### src/gpt_params.svh
// Constants for the general-purpose timer and pulse accumulator
`ifndef GPT_PARAMS_SVH
`define GPT_PARAMS_SVH
`define GPT_CLK_MHZ       25
`define GPT_PRESCALE      4
`define GPT_PRE_LAST      2'h3
`define GPT_NCAP          2
`define GPT_NPWM          2
`define GPT_CNT_W         16
`define GPT_PA_W          8
`define GPT_PWM_W         8
`define GPT_CNT_MAX       16'hFFFF
`define GPT_PA_MAX        8'hFF
`define GPT_PWM_MAX       8'hFF
`define GPT_MIN_PULSE_CYC 2
`endif

### src/gpt_pkg.sv
// Types shared by the general-purpose timer
`include "gpt_params.svh"
package gpt_pkg;
    // Pulse accumulator modes
    typedef enum logic [1:0] {
        GPT_PA_EVENT    = 2'h0,
        GPT_PA_GATED    = 2'h1,
        GPT_PA_OVF_GATE = 2'h3
    } gpt_pa_mode_e;
    // Capture edge selection
    typedef enum logic [1:0] {
        GPT_EDGE_OFF  = 2'h0,
        GPT_EDGE_RISE = 2'h1,
        GPT_EDGE_FALL = 2'h2,
        GPT_EDGE_BOTH = 2'h3
    } gpt_edge_e;
    // Compare pin actions
    typedef enum logic [1:0] {
        GPT_ACT_NONE   = 2'h0,
        GPT_ACT_TOGGLE = 2'h1,
        GPT_ACT_CLEAR  = 2'h2,
        GPT_ACT_SET    = 2'h3
    } gpt_oc_act_e;
    // Sticky status flags, also used for clear strobes
    typedef struct packed {
        logic [`GPT_NCAP-1:0] cap;
        logic                 cmp;
        logic                 pulse_input_flag;
        logic                 paov;
    } gpt_flags_s;
    // General-purpose drive of the capture pins
    typedef struct packed {
        logic [`GPT_NCAP-1:0] oe;
        logic [`GPT_NCAP-1:0] lvl;
    } gpt_gpo_s;
endpackage : gpt_pkg

### src/gpt_timer.sv
// General-purpose timer with capture, compare, PWM and pulse accumulator
//
// Behaviour
// Pins synchronised and filtered before any use
// Event mode: leading edge counts, sets flag
// Pulse count wrap sets overflow flag
// Gated mode counts at clk/4 while active
// Gated mode flag set at gate end
// Free-running counter advances at clk/4
// Overflow-gated mode counts on wrap while active
// PWM pin high on counter rollover, unless duty is zero
// PWM pin low when counter equals duty
// Compare match sets flag, then pin action
// Capture edge latches count, sets flag together
// Driven pin level feeds capture conditioning
// Source holds capture pulses two clocks
// Flags stay set until software clears
`timescale 1ns/1ps
`include "gpt_params.svh"

// ****************************************************************
// Input conditioner: two-flop synchroniser and two-sample filter
// ****************************************************************
module gpt_cond (
    // Clock and reset
    input  wire logic clk,
    input  wire logic reset_n,
    // Raw level and conditioned level
    input  wire logic raw,
    output logic      filt
);
    logic s1_ff;
    logic s2_ff;
    logic s3_ff;
    logic filt_ff;

    // Synchroniser, then filter on two agreeing samples
    always_ff @(posedge clk) begin
        if (!reset_n) begin
            s1_ff   <= 1'b0;
            s2_ff   <= 1'b0;
            s3_ff   <= 1'b0;
            filt_ff <= 1'b0;
        end else begin
            s1_ff <= raw;
            s2_ff <= s1_ff;
            s3_ff <= s2_ff;
            if (s2_ff == s3_ff) begin
                filt_ff <= s2_ff;
            end
        end
    end
    assign filt = filt_ff;
endmodule : gpt_cond

// ****************************************************************
// Timer top
// ****************************************************************
module gpt_timer
    import gpt_pkg::*;
(
    // Clock and reset
    input  wire logic                       clk,
    input  wire logic                       reset_n,
    // Capture pins, two-way
    input  wire logic [`GPT_NCAP-1:0]       cap_pin_in,
    output logic      [`GPT_NCAP-1:0]       cap_pin_out,
    output logic      [`GPT_NCAP-1:0]       cap_pin_oe,
    input  wire gpt_gpo_s                   gpo_req,
    input  wire gpt_edge_e [`GPT_NCAP-1:0]  cap_edge,
    output logic [`GPT_NCAP-1:0][`GPT_CNT_W-1:0] cap_value,
    // Pulse accumulator
    input  wire logic                       pa_pin_in,
    input  wire logic                       pa_enable,
    input  wire logic                       pa_active_high,
    input  wire gpt_pa_mode_e               pa_mode,
    output logic      [`GPT_PA_W-1:0]       pulse_count,
    // Output compare
    input  wire logic [`GPT_CNT_W-1:0]      cmp_value,
    input  wire gpt_oc_act_e                cmp_action,
    output logic                            cmp_pin,
    // PWM
    input  wire logic [`GPT_NPWM-1:0][`GPT_PWM_W-1:0] pwm_duty,
    output logic      [`GPT_NPWM-1:0]       pwm_pin,
    // Counter and flags
    output logic      [`GPT_CNT_W-1:0]      free_running_count,
    input  wire gpt_flags_s                 flag_clear,
    output gpt_flags_s                      flags
);
    logic [1:0]                   pre_ff;
    logic                         tick;
    logic                         count_overflow_event;
    logic [`GPT_CNT_W-1:0]        frc_ff;
    logic                         cnt_new_ff;
    gpt_gpo_s                     gpo_ff;
    logic [`GPT_NCAP-1:0]         cap_raw;
    logic [`GPT_NCAP-1:0]         cap_filt;
    logic [`GPT_NCAP-1:0]         cap_prev_ff;
    logic [`GPT_NCAP-1:0]         cap_evt;
    logic [`GPT_NCAP-1:0][`GPT_CNT_W-1:0] cap_val_ff;
    logic                         pa_filt;
    logic                         pa_prev_ff;
    logic                         pa_act;
    logic                         pa_act_prev;
    logic                         pa_lead;
    logic                         pa_trail;
    logic                         pa_inc;
    logic [`GPT_PA_W-1:0]         pa_cnt_ff;
    logic                         cmp_hit;
    logic                         cmp_hit_d_ff;
    gpt_oc_act_e                  cmp_act_ff;
    logic                         cmp_pin_ff;
    logic [`GPT_NPWM-1:0][`GPT_PWM_W-1:0] pwm_cnt_ff;
    logic [`GPT_NPWM-1:0]         pwm_pin_ff;
    gpt_flags_s                   flag_set;
    gpt_flags_s                   flags_ff;

    // ************************************************************
    // Prescaler and free-running counter
    // ************************************************************
    assign tick                 = (pre_ff == `GPT_PRE_LAST);
    assign count_overflow_event = tick && (frc_ff == `GPT_CNT_MAX);

    // Divide by four, advance once per tick
    always_ff @(posedge clk) begin
        if (!reset_n) begin
            pre_ff     <= 2'h0;
            frc_ff     <= 16'h0000;
            cnt_new_ff <= 1'b0;
        end else begin
            pre_ff     <= pre_ff + 2'h1;
            cnt_new_ff <= tick;
            if (tick) begin
                frc_ff <= frc_ff + 16'h0001;
            end
        end
    end

    // ************************************************************
    // Capture pins with general-purpose drive
    // ************************************************************
    // Register the drive so pins come from flops
    always_ff @(posedge clk) begin
        if (!reset_n) begin
            gpo_ff <= '0;
        end else begin
            gpo_ff <= gpo_req;
        end
    end

    // Driven level is what the input path sees
    assign cap_raw = (gpo_ff.oe & gpo_ff.lvl) | (~gpo_ff.oe & cap_pin_in);

    for (genvar i = 0; i < `GPT_NCAP; i++) begin : g_cap
        gpt_cond u_cond (
            .clk     (clk),
            .reset_n (reset_n),
            .raw     (cap_raw[i]),
            .filt    (cap_filt[i])
        );
        assign cap_evt[i] =
            ((cap_edge[i] == GPT_EDGE_RISE || cap_edge[i] == GPT_EDGE_BOTH)
                && cap_filt[i] && !cap_prev_ff[i]) ||
            ((cap_edge[i] == GPT_EDGE_FALL || cap_edge[i] == GPT_EDGE_BOTH)
                && !cap_filt[i] && cap_prev_ff[i]);

        // Latch count on the selected edge
        always_ff @(posedge clk) begin
            if (!reset_n) begin
                cap_prev_ff[i] <= 1'b0;
                cap_val_ff[i]  <= 16'h0000;
            end else begin
                cap_prev_ff[i] <= cap_filt[i];
                if (cap_evt[i]) begin
                    cap_val_ff[i] <= frc_ff;
                end
            end
        end
    end

    // ************************************************************
    // Pulse accumulator
    // ************************************************************
    gpt_cond u_pa_cond (
        .clk     (clk),
        .reset_n (reset_n),
        .raw     (pa_pin_in),
        .filt    (pa_filt)
    );

    assign pa_act      = pa_active_high ? pa_filt : !pa_filt;
    assign pa_act_prev = pa_active_high ? pa_prev_ff : !pa_prev_ff;
    assign pa_lead     = pa_act && !pa_act_prev;
    assign pa_trail    = !pa_act && pa_act_prev;

    // Increment source per mode
    always_comb begin
        pa_inc = 1'b0;
        if (pa_enable) begin
            unique case (pa_mode)
                GPT_PA_EVENT:    pa_inc = pa_lead;
                GPT_PA_GATED:    pa_inc = pa_act && tick;
                GPT_PA_OVF_GATE:
                    pa_inc = pa_act && count_overflow_event;
                default:         pa_inc = 1'b0;
            endcase
        end
    end

    // Count register and edge history
    always_ff @(posedge clk) begin
        if (!reset_n) begin
            pa_prev_ff <= 1'b0;
            pa_cnt_ff  <= 8'h00;
        end else begin
            pa_prev_ff <= pa_filt;
            if (pa_inc) begin
                pa_cnt_ff <= pa_cnt_ff + 8'h01;
            end
        end
    end

    // ************************************************************
    // Output compare
    // ************************************************************
    assign cmp_hit = cnt_new_ff && (frc_ff == cmp_value);

    // Flag on the match, pin one clock later
    always_ff @(posedge clk) begin
        if (!reset_n) begin
            cmp_hit_d_ff <= 1'b0;
            cmp_act_ff   <= GPT_ACT_NONE;
            cmp_pin_ff   <= 1'b0;
        end else begin
            cmp_hit_d_ff <= cmp_hit;
            if (cmp_hit) begin
                cmp_act_ff <= cmp_action;
            end
            if (cmp_hit_d_ff) begin
                unique case (cmp_act_ff)
                    GPT_ACT_NONE:   cmp_pin_ff <= cmp_pin_ff;
                    GPT_ACT_TOGGLE: cmp_pin_ff <= !cmp_pin_ff;
                    GPT_ACT_CLEAR:  cmp_pin_ff <= 1'b0;
                    GPT_ACT_SET:    cmp_pin_ff <= 1'b1;
                endcase
            end
        end
    end

    // ************************************************************
    // PWM channels
    // ************************************************************
    for (genvar j = 0; j < `GPT_NPWM; j++) begin : g_pwm
        // Counter, clear on duty match, else set on rollover
        always_ff @(posedge clk) begin
            if (!reset_n) begin
                pwm_cnt_ff[j] <= 8'h00;
                pwm_pin_ff[j] <= 1'b0;
            end else if (tick) begin
                pwm_cnt_ff[j] <= pwm_cnt_ff[j] + 8'h01;
                if (pwm_cnt_ff[j] + 8'h01 == pwm_duty[j]) begin
                    pwm_pin_ff[j] <= 1'b0;
                end else if (pwm_cnt_ff[j] == `GPT_PWM_MAX) begin
                    pwm_pin_ff[j] <= 1'b1;
                end
            end
        end
    end

    // ************************************************************
    // Sticky flags
    // ************************************************************
    assign flag_set.cap  = cap_evt;
    assign flag_set.cmp  = cmp_hit;
    assign flag_set.pulse_input_flag = pa_enable &&
        ((pa_mode == GPT_PA_EVENT && pa_lead) ||
         (pa_mode == GPT_PA_GATED && pa_trail));
    assign flag_set.paov = pa_inc && (pa_cnt_ff == `GPT_PA_MAX);

    // Set wins over a clear in the same cycle
    always_ff @(posedge clk) begin
        if (!reset_n) begin
            flags_ff <= '0;
        end else begin
            flags_ff <= flag_set | (flags_ff & ~flag_clear);
        end
    end

    // Output wiring, all from flops
    assign cap_pin_out        = gpo_ff.lvl;
    assign cap_pin_oe         = gpo_ff.oe;
    assign cap_value          = cap_val_ff;
    assign pulse_count        = pa_cnt_ff;
    assign cmp_pin            = cmp_pin_ff;
    assign pwm_pin            = pwm_pin_ff;
    assign free_running_count = frc_ff;
    assign flags              = flags_ff;
endmodule : gpt_timer

### config.mk
export PLATFORM = sky130hd
export DESIGN_NAME = gpt_timer
export DESIGN_NICKNAME = d
export VERILOG_FILES = /design/src/gpt_pkg.sv /design/src/gpt_timer.sv
export VERILOG_INCLUDE_DIRS = /design/src /design/src/src
export SDC_FILE = /design/constraint.sdc
export NUM_CORES = 1
export LEC_CHECK = 0
export ABC_AREA = 1
export BUFFER_PORTS_ARGS = -buffer_cell sky130_fd_sc_hd__buf_2
export CORE_MARGIN = 3
export CORE_UTILIZATION = 35
export DETAILED_ROUTE_END_ITERATION = 10
export HOLD_SLACK_MARGIN = 0.1
export PLACE_DENSITY_LB_ADDON = 0.12
export RECOVER_POWER = 25
export SYNTH_ARGS = -nofsm -noshare
export SYNTH_HDL_FRONTEND = slang
export SYNTH_SLANG_ARGS = --single-unit
export TNS_END_PERCENT = 50
### constraint.sdc
create_clock -name clk -period 1.3 [get_ports clk]
set_input_delay 0.195 -clock clk [delete_from_list [all_inputs] [get_ports clk]]
set_output_delay 0.195 -clock clk [all_outputs]
set_load 0.03 [all_outputs]
==> impl_metrics.csv, run 1 <==
group,metric,value,unit
run_status,outcome,"finished with violations",
run_status,violations,"setup timing",
die,die_x,123,µm
sta,worst_pin_slew,730,ps
synth,netlist_instances,679,
critical_path,path_cells,"buf_4, buf_4, nand2_4, nor2_4, nand2_2, nor2_4, nand2_4, nor2_4, nand2_2, o21ai_2, a21oi_1",
place,gp_congestion,0.855,
sta,drv_slew,0,
critical_path,cp.depth,11,
grt,grt_first_pass_wirelength,22900,µm
critical_path,cpLargestDelayFamily,"simple AND/OR/NAND/NOR gates",
sta,rsz0062_at_grt,"true",
critical_path,cp_data_required_time,1530,ps
detailed_routing,drc,0,
grt,gr-total-overflow,0,
critical_path,critical_path_class,"reg2reg",
die,rows,42,
pwr,power_frac_seq,0.491,
grt,antenna_found_initial,2,
critical_path,cp_num_buf_inv,2,
synth,ys_ff_latch,105,
die,die_y,123,µm
clock_tree,cts-buffers-inserted,9,
detailed_routing,viasPerCell,4.73,
grt,grt_pass1_vias,4858,
synth,synth.largest_area_cell,"dfxtp_1",
critical_path,slowest_stage,"dfxtp_4",
clock_tree,clkTransAtPathRegs,70,ps
critical_path,crit_fanout,4,
place,numPortBuffers,123,
pwr,p_clk_frac,0.405,
final_layout,final_cell_area,0.00720,mm²
die,die_area,0.0152,mm²
pwr,p_per_area,939,mW/mm²
hold_path,hold_path_depth,4,
critical_path,critPathLaunchType,"register",
synth,synth.cells.most_frequent,"nand2_1 (143), dfxtp_1 (105), inv_1 (88), a21oi_1 (71), o21ai_0 (60)",
critical_path,end_kind,"register",
synth,synthArstFlopShare,0,
final_layout,syn2layout_area_growth,49.5,%
detailed_routing,vias,5119,
critical_path,critPathArrivalTime,1730,ps
synth,syn-num-nets,740,
clock_tree,clock_latency,340,ps
sta,clock_skew,5.03,ps
final_layout,n_antenna_cell,0,
synth,synth_area,0.00481,mm²
clock_tree,cts_tree,"done",
final_layout,drive_above_1_share,0.379,
sta,layout_setup_ws,-192,ps
synth,synth-seq-area-share,0.437,
critical_path,reg2reg_slack,-190,ps
pwr,leakagePower,0.00348,µW
detailed_routing,first_pass_iters,5,
clock_tree,root_buffer,"clkbuf_16",
place,dpl_cell_area,0.00641,mm²
synth,yosysMostFrequentCell,"nand2_1",
die,initial_core_util,0.361,
hold_path,holdCritStartpoint,"flag_clear[2]",
synth,avgSynthCellArea,7.09,µm²
sta,hold_viol,0,
die,fp.coreArea,0.0133,mm²
die,ios,124,
clock_tree,clk_path_buf_depth,2,
critical_path,timing.rr.start,"free_running_count[0]$_SDFFE_PN0N_",
detailed_routing,finalWirelength,14500,µm
grt,grt_max_degree,44,
pwr,worst_ir_drop_vdd,0.538,mV
final_layout,nNetsFinal,963,
synth,yosysTopAreaCellShare,0.437,
detailed_routing,wire_per_inst,13.3,µm
clock_tree,numClockSinks,105,
synth,synth_edf_count,0,
pwr,switching_share,0.239,
grt,gr-usage-all-layers,0.190,
critical_path,regToRegEndpoint,"free_running_count[11]$_SDFFE_PN0N_",
detailed_routing,ant_nets,0,
sta,max_freq,670,MHz
hold_path,min_to,"flags[2]$_SDFF_PN0_",
synth,synth_ff_type,"dfxtp_1",
pwr,total_power,6760,µW
sta,slew_headroom,0.513,
sta,finalSetupViolations,24,
synth,ys_types,31,
sta,timing.final.crit_share,1.15,
critical_path,slowest_delay,370,ps
pwr,switchingPower,1610,µW
pwr,internal_power,5140,µW
clock_tree,htree_levels,3,
critical_path,reg2reg_depth,11,
synth,synth_area_leaders,"dfxtp_1 (44%), nand2_1 (11%), a21oi_1 (7.4%), inv_1 (6.9%), o21ai_0 (6.2%)",
hold_path,hp-class,"in2reg",
sta,finalCriticalPeriod,1490,ps
critical_path,timing.critical_path.mode_cell,"nor2_4",
detailed_routing,drtIter0Drc,258,
synth,yosysWarnings,0,
run,drv_cap,0,
pwr,combPwrFrac,0.104,
place,dp_hpwl,10800,µm
worst reg2reg max path: cells and delay by family, from the launching register on:
family | cells | cell delay, ps
flops | 1 | 370
buf+inv | 2 | 230
simple gates | 7 | 650
compound gates | 2 | 150
per-layer routing:
layer  GRT usage  routed length, µm  up-vias
li1            -                  -     2656
met1       0.245               6480     2312
met2       0.304               6690      123
met3      0.0503                958       24
met4      0.0734                300        4
met5           0                 23        -
worst max path at each step:
stage	startpoint	endpoint	slack, ps
6_report	free_running_count[0]$_SDFFE_PN0N_	free_running_count[11]$_SDFFE_PN0N_	-190
5_1_grt	free_running_count[0]$_SDFFE_PN0N_	pulse_count[6]$_SDFFE_PN0P_	-300
4_1_cts	free_running_count[0]$_SDFFE_PN0N_	pulse_count[6]$_SDFFE_PN0P_	-210
3_5_place_dp	free_running_count[0]$_SDFFE_PN0N_	pulse_count[4]$_SDFFE_PN0P_	-230
3_3_place_gp	free_running_count[0]$_SDFFE_PN0N_	pulse_count[6]$_SDFFE_PN0P_	-190
2_1_floorplan	pre_ff[1]$_SDFF_PN0_	free_running_count[11]$_SDFFE_PN0N_	-90
registers in the layout (all words and copies together), names as in the netlist, 5 cells and up:
register / flops
cap_value: 32
flags: 5
pwm_cnt_ff: 16
free_running_count: 16
pulse_count: 8
layout make-up:
| cell class | instances | area (µm²) |
|---|---|---|
| clock buffers | 12 | 246 |
| clock inverters | 4 | 50.0 |
| fillers | 1288 | 6150 |
| inverters | 90 | 340 |
| multi-input cells | 457 | 2580 |
| flip-flops and latches | 105 | 2160 |
| well taps | 176 | 220 |
| repair buffers | 239 | 1590 |
placed cells by master (no fill, tap or decap), types with 3 or more instances in the layout:
master	synthesis	routed
o21ai_1	3	4
clkbuf_1	16	3
nand3_2	0	8
inv_2	2	5
nand4_1	22	22
inv_4	0	3
xnor2_1	13	13
dfxtp_4	0	12
xor2_1	8	8
buf_2	3	119
nor2_4	1	6
buf_4	0	95
a21oi_1	71	60
nor2_1	56	49
nor2_2	3	5
nand2_1	143	127
ha_4	0	4
dlygate4sd3_1	0	7
o21ai_0	60	57
nand2_2	4	13
buf_6	1	11
a31oi_1	3	3
nor3_1	11	7
dfxtp_1	105	80
dfxtp_2	0	13
inv_1	88	84
nand2_4	0	7
nand3b_1	3	3
nand3_1	37	28
a21oi_2	0	11
or2_2	5	3
clkbuf_16	0	10
power by group through the flow:
stage / logic (µW) / registers, µW / clock network [µW]
floorplan: 295 / 3410 / 0
global placement: 609 / 3390 / 0
detailed placement: 620 / 3390 / 0
CTS: 671 / 3320 / 2830
global route: 782 / 3330 / 2950
finish: 700 / 3320 / 2740
metrics by stage:
step | instances | setup WS, ps | hold WS (ps) | utilization | setup TNS, ps
floorplan | 679 | -94.6 | 293 | - | -1190
global route | 1083 | -305 | 121 | 0.539 | -7800
finish | 1083 | -192 | 117 | 0.539 | -2660
CTS | 1078 | -205 | 110 | 0.522 | -2870
detailed placement | 1050 | -229 | 382 | 0.480 | -3390
global placement | 1050 | -193 | 377 | 0.480 | -2580
cell families (layout without fill, tap and decap cells):
kind of cell	count (synthesis)	after routing	share of synthesized area
simple gates	286	286	0.259
fa+ha+maj	5	5	0.0130
flops	105	105	0.437
buf+inv	117	345	0.0941
xor+xnor	22	22	0.0429
compound gates	144	144	0.154
timing repair:
item,CTS,global route
setup buffers,5,4
hold buffers,7,0
gates cloned,0,1
endpoints found under the setup margin,28,64
gates resized for setup,42,57
pin swaps,31,31
hold endpoints to repair,7,0
Power figures use the tool's default switching activity.
==> run 2: changes to the inputs <==
--- a/config.mk
+++ b/config.mk
@@ -17,4 +17,3 @@
 export SYNTH_ARGS = -nofsm -noshare
 export SYNTH_HDL_FRONTEND = slang
 export SYNTH_SLANG_ARGS = --single-unit
-export TNS_END_PERCENT = 50
==> run 2 against run 1 <==
- clock skew barely moved
- non-clock buffer count grew 1
- largest cell class unchanged
- combinational power down 3%
- the flow still finishes with violations (setup timing)
- wire length grew 1.9%
- hold slack improved by 4.6 ps
- utilization hardly changed
==> impl_metrics.csv, run 2 (same netlist as run 1, synthesis figures left out) <==
group,metric,value,unit
grt,gr-usage-all-layers,0.191,
sta,slew_headroom,0.531,
critical_path,regToRegEndpoint,"free_running_count[13]$_SDFFE_PN0N_",
run_status,outcome,"finished with violations",
place,dp_hpwl,10900,µm
die,ios,124,
clock_tree,cts_tree,"done",
pwr,p_per_area,915,mW/mm²
clock_tree,clk_path_buf_depth,2,
die,fp.coreArea,0.0133,mm²
detailed_routing,first_pass_iters,8,
grt,busiest_layer,"met2",
critical_path,critPathLaunchType,"register",
critical_path,critical_path_class,"reg2reg",
detailed_routing,drc,0,
clock_tree,htree_levels,3,
detailed_routing,ant_nets,0,
die,die_x,123,µm
critical_path,crit_fanout,4,
final_layout,mostFrequentLayoutCell,"nand2_1",
die,rows,42,
grt,met1_usage,0.254,
critical_path,reg2reg_slack,-170,ps
hold_path,hp-class,"in2reg",
hold_path,hold_path_depth,3,
clock_tree,root_buffer,"clkbuf_16",
detailed_routing,finalWirelength,14700,µm
grt,grt_util_met2,0.299,
sta,holdWs,122,ps
sta,layout_setup_ws,-175,ps
die,die_y,123,µm
clock_tree,cts-buffers-inserted,9,
hold_path,holdCritStartpoint,"cap_pin_in[0]",
place,gp_congestion,0.837,
place,numPortBuffers,123,
critical_path,end_kind,"register",
sta,max_freq,678,MHz
grt,grt_pass1_vias,4751,
grt,gr-total-overflow,0,
detailed_routing,viasPerCell,4.71,
grt,use_met3,0.0480,
pwr,leakagePower,0.00349,µW
pwr,worst_ir_drop_vdd,0.626,mV
detailed_routing,wire_per_inst,13.6,µm
die,die_area,0.0152,mm²
final_layout,drive_above_1_share,0.383,
sta,hold_viol,0,
final_layout,nNetsFinal,964,
clock_tree,numClockSinks,105,
final_layout,largest_reg_flops,32,
clock_tree,clkTransAtPathRegs,70,ps
clock_tree,clock_latency,350,ps
critical_path,timing.rr.start,"free_running_count[1]$_SDFFE_PN0N_",
sta,rsz0062_at_grt,"true",
detailed_routing,drtIter0Drc,337,
die,initial_core_util,0.361,
sta,finalSetupViolations,24,
final_layout,n_antenna_cell,0,
critical_path,cp_data_required_time,1580,ps
detailed_routing,vias,5107,
sta,drv_slew,0,
grt,antenna_found_initial,0,
grt,grt_first_pass_wirelength,22900,µm
sta,clock_skew,4.55,ps
run,drv_cap,0,
sta,timing.final.crit_share,1.13,
sta,worst_pin_slew,703,ps
final_layout,final_cell_mix,"nand2_1 (130), buf_2 (121), buf_4 (95)",
grt,grt_max_degree,42,
hold_path,min_to,"g_cap[0].u_cond.s1_ff$_SDFF_PN0_",
critical_path,critPathArrivalTime,1750,ps
run_status,violations,"setup timing",
sta,finalCriticalPeriod,1470,ps
final_layout,syn2layout_area_growth,49.5,%
sta,finalSetupTns,-2680,ps
critical_path,reg2reg_depth,11,
## run 2: power breakdown
group,switching (µW),internal (µW)
combinational,370,312
sequential,53.6,3260
clock,1270,1320
## run 2: layout make-up
cell class / count / area [µm²]
clock buffer: 9 / 225
multi-input combinational: 457 / 2590
sequential: 105 / 2160
inverter: 90 / 345
clock inverter: 7 / 51.3
fill: 1302 / 6150
timing repair buffer: 240 / 1600
tap: 176 / 220
## run 2: through the flow
step / worst slack (ps) / cell area [µm²] / instances / power (µW) / util
after floorplan: -94.6 / 4920 / 679 / 3710 / -
after global placement: -185 / 6400 / 1048 / 3990 / 0.479
after detailed placement: -225 / 6400 / 1048 / 4010 / 0.479
after CTS: -193 / 6920 / 1078 / 6640 / 0.518
after global routing: -277 / 7190 / 1084 / 6890 / 0.539
final: -175 / 7190 / 1084 / 6590 / 0.539
## run 2: how the worst max path moves through the flow
stage | startpoint | endpoint | slack, ps | cells after the start
after CTS | free_running_count[0]$_SDFFE_PN0N_ | pulse_count[7]$_SDFFE_PN0P_ | -190 | 10
after detailed placement | free_running_count[0]$_SDFFE_PN0N_ | pulse_count[5]$_SDFFE_PN0P_ | -220 | 10
after global routing | free_running_count[9]$_SDFFE_PN0N_ | pulse_count[5]$_SDFFE_PN0P_ | -280 | 9
after global placement | free_running_count[0]$_SDFFE_PN0N_ | pulse_count[5]$_SDFFE_PN0P_ | -190 | 10
final | free_running_count[1]$_SDFFE_PN0N_ | free_running_count[13]$_SDFFE_PN0N_ | -170 | 11
after floorplan | pre_ff[1]$_SDFF_PN0_ | free_running_count[11]$_SDFFE_PN0N_ | -90 | 10
## run 2: what timing repair did
item	CTS	global route
hold endpoints to repair	8	0
endpoints found under the setup margin	28	47
pin swaps	26	30
hold buffers	8	0
gates resized for setup	32	64
cloned	0	1
setup buffers	7	5
## run 2: layer usage
| layer | up-vias | part of all wire |
|---|---|---|
| li1 | 2652 | - |
| met1 | 2320 | 0.46 |
| met2 | 119 | 0.46 |
| met3 | 16 | 0.063 |
| met4 | 0 | 0.019 |
| met5 | - | 0 |
## run 2: worst max-delay path, stage by stage (launching register included)
cell and delay (ps):
dfxtp_4 370, buf_4 100, nand2_1 100, nor2_4 140, nand2_2 90, nor2_4 90, nand2_2 90, nor2_4 140
nand3_1 90, nand2_1 60, nand2_1 50, nor2_1 90
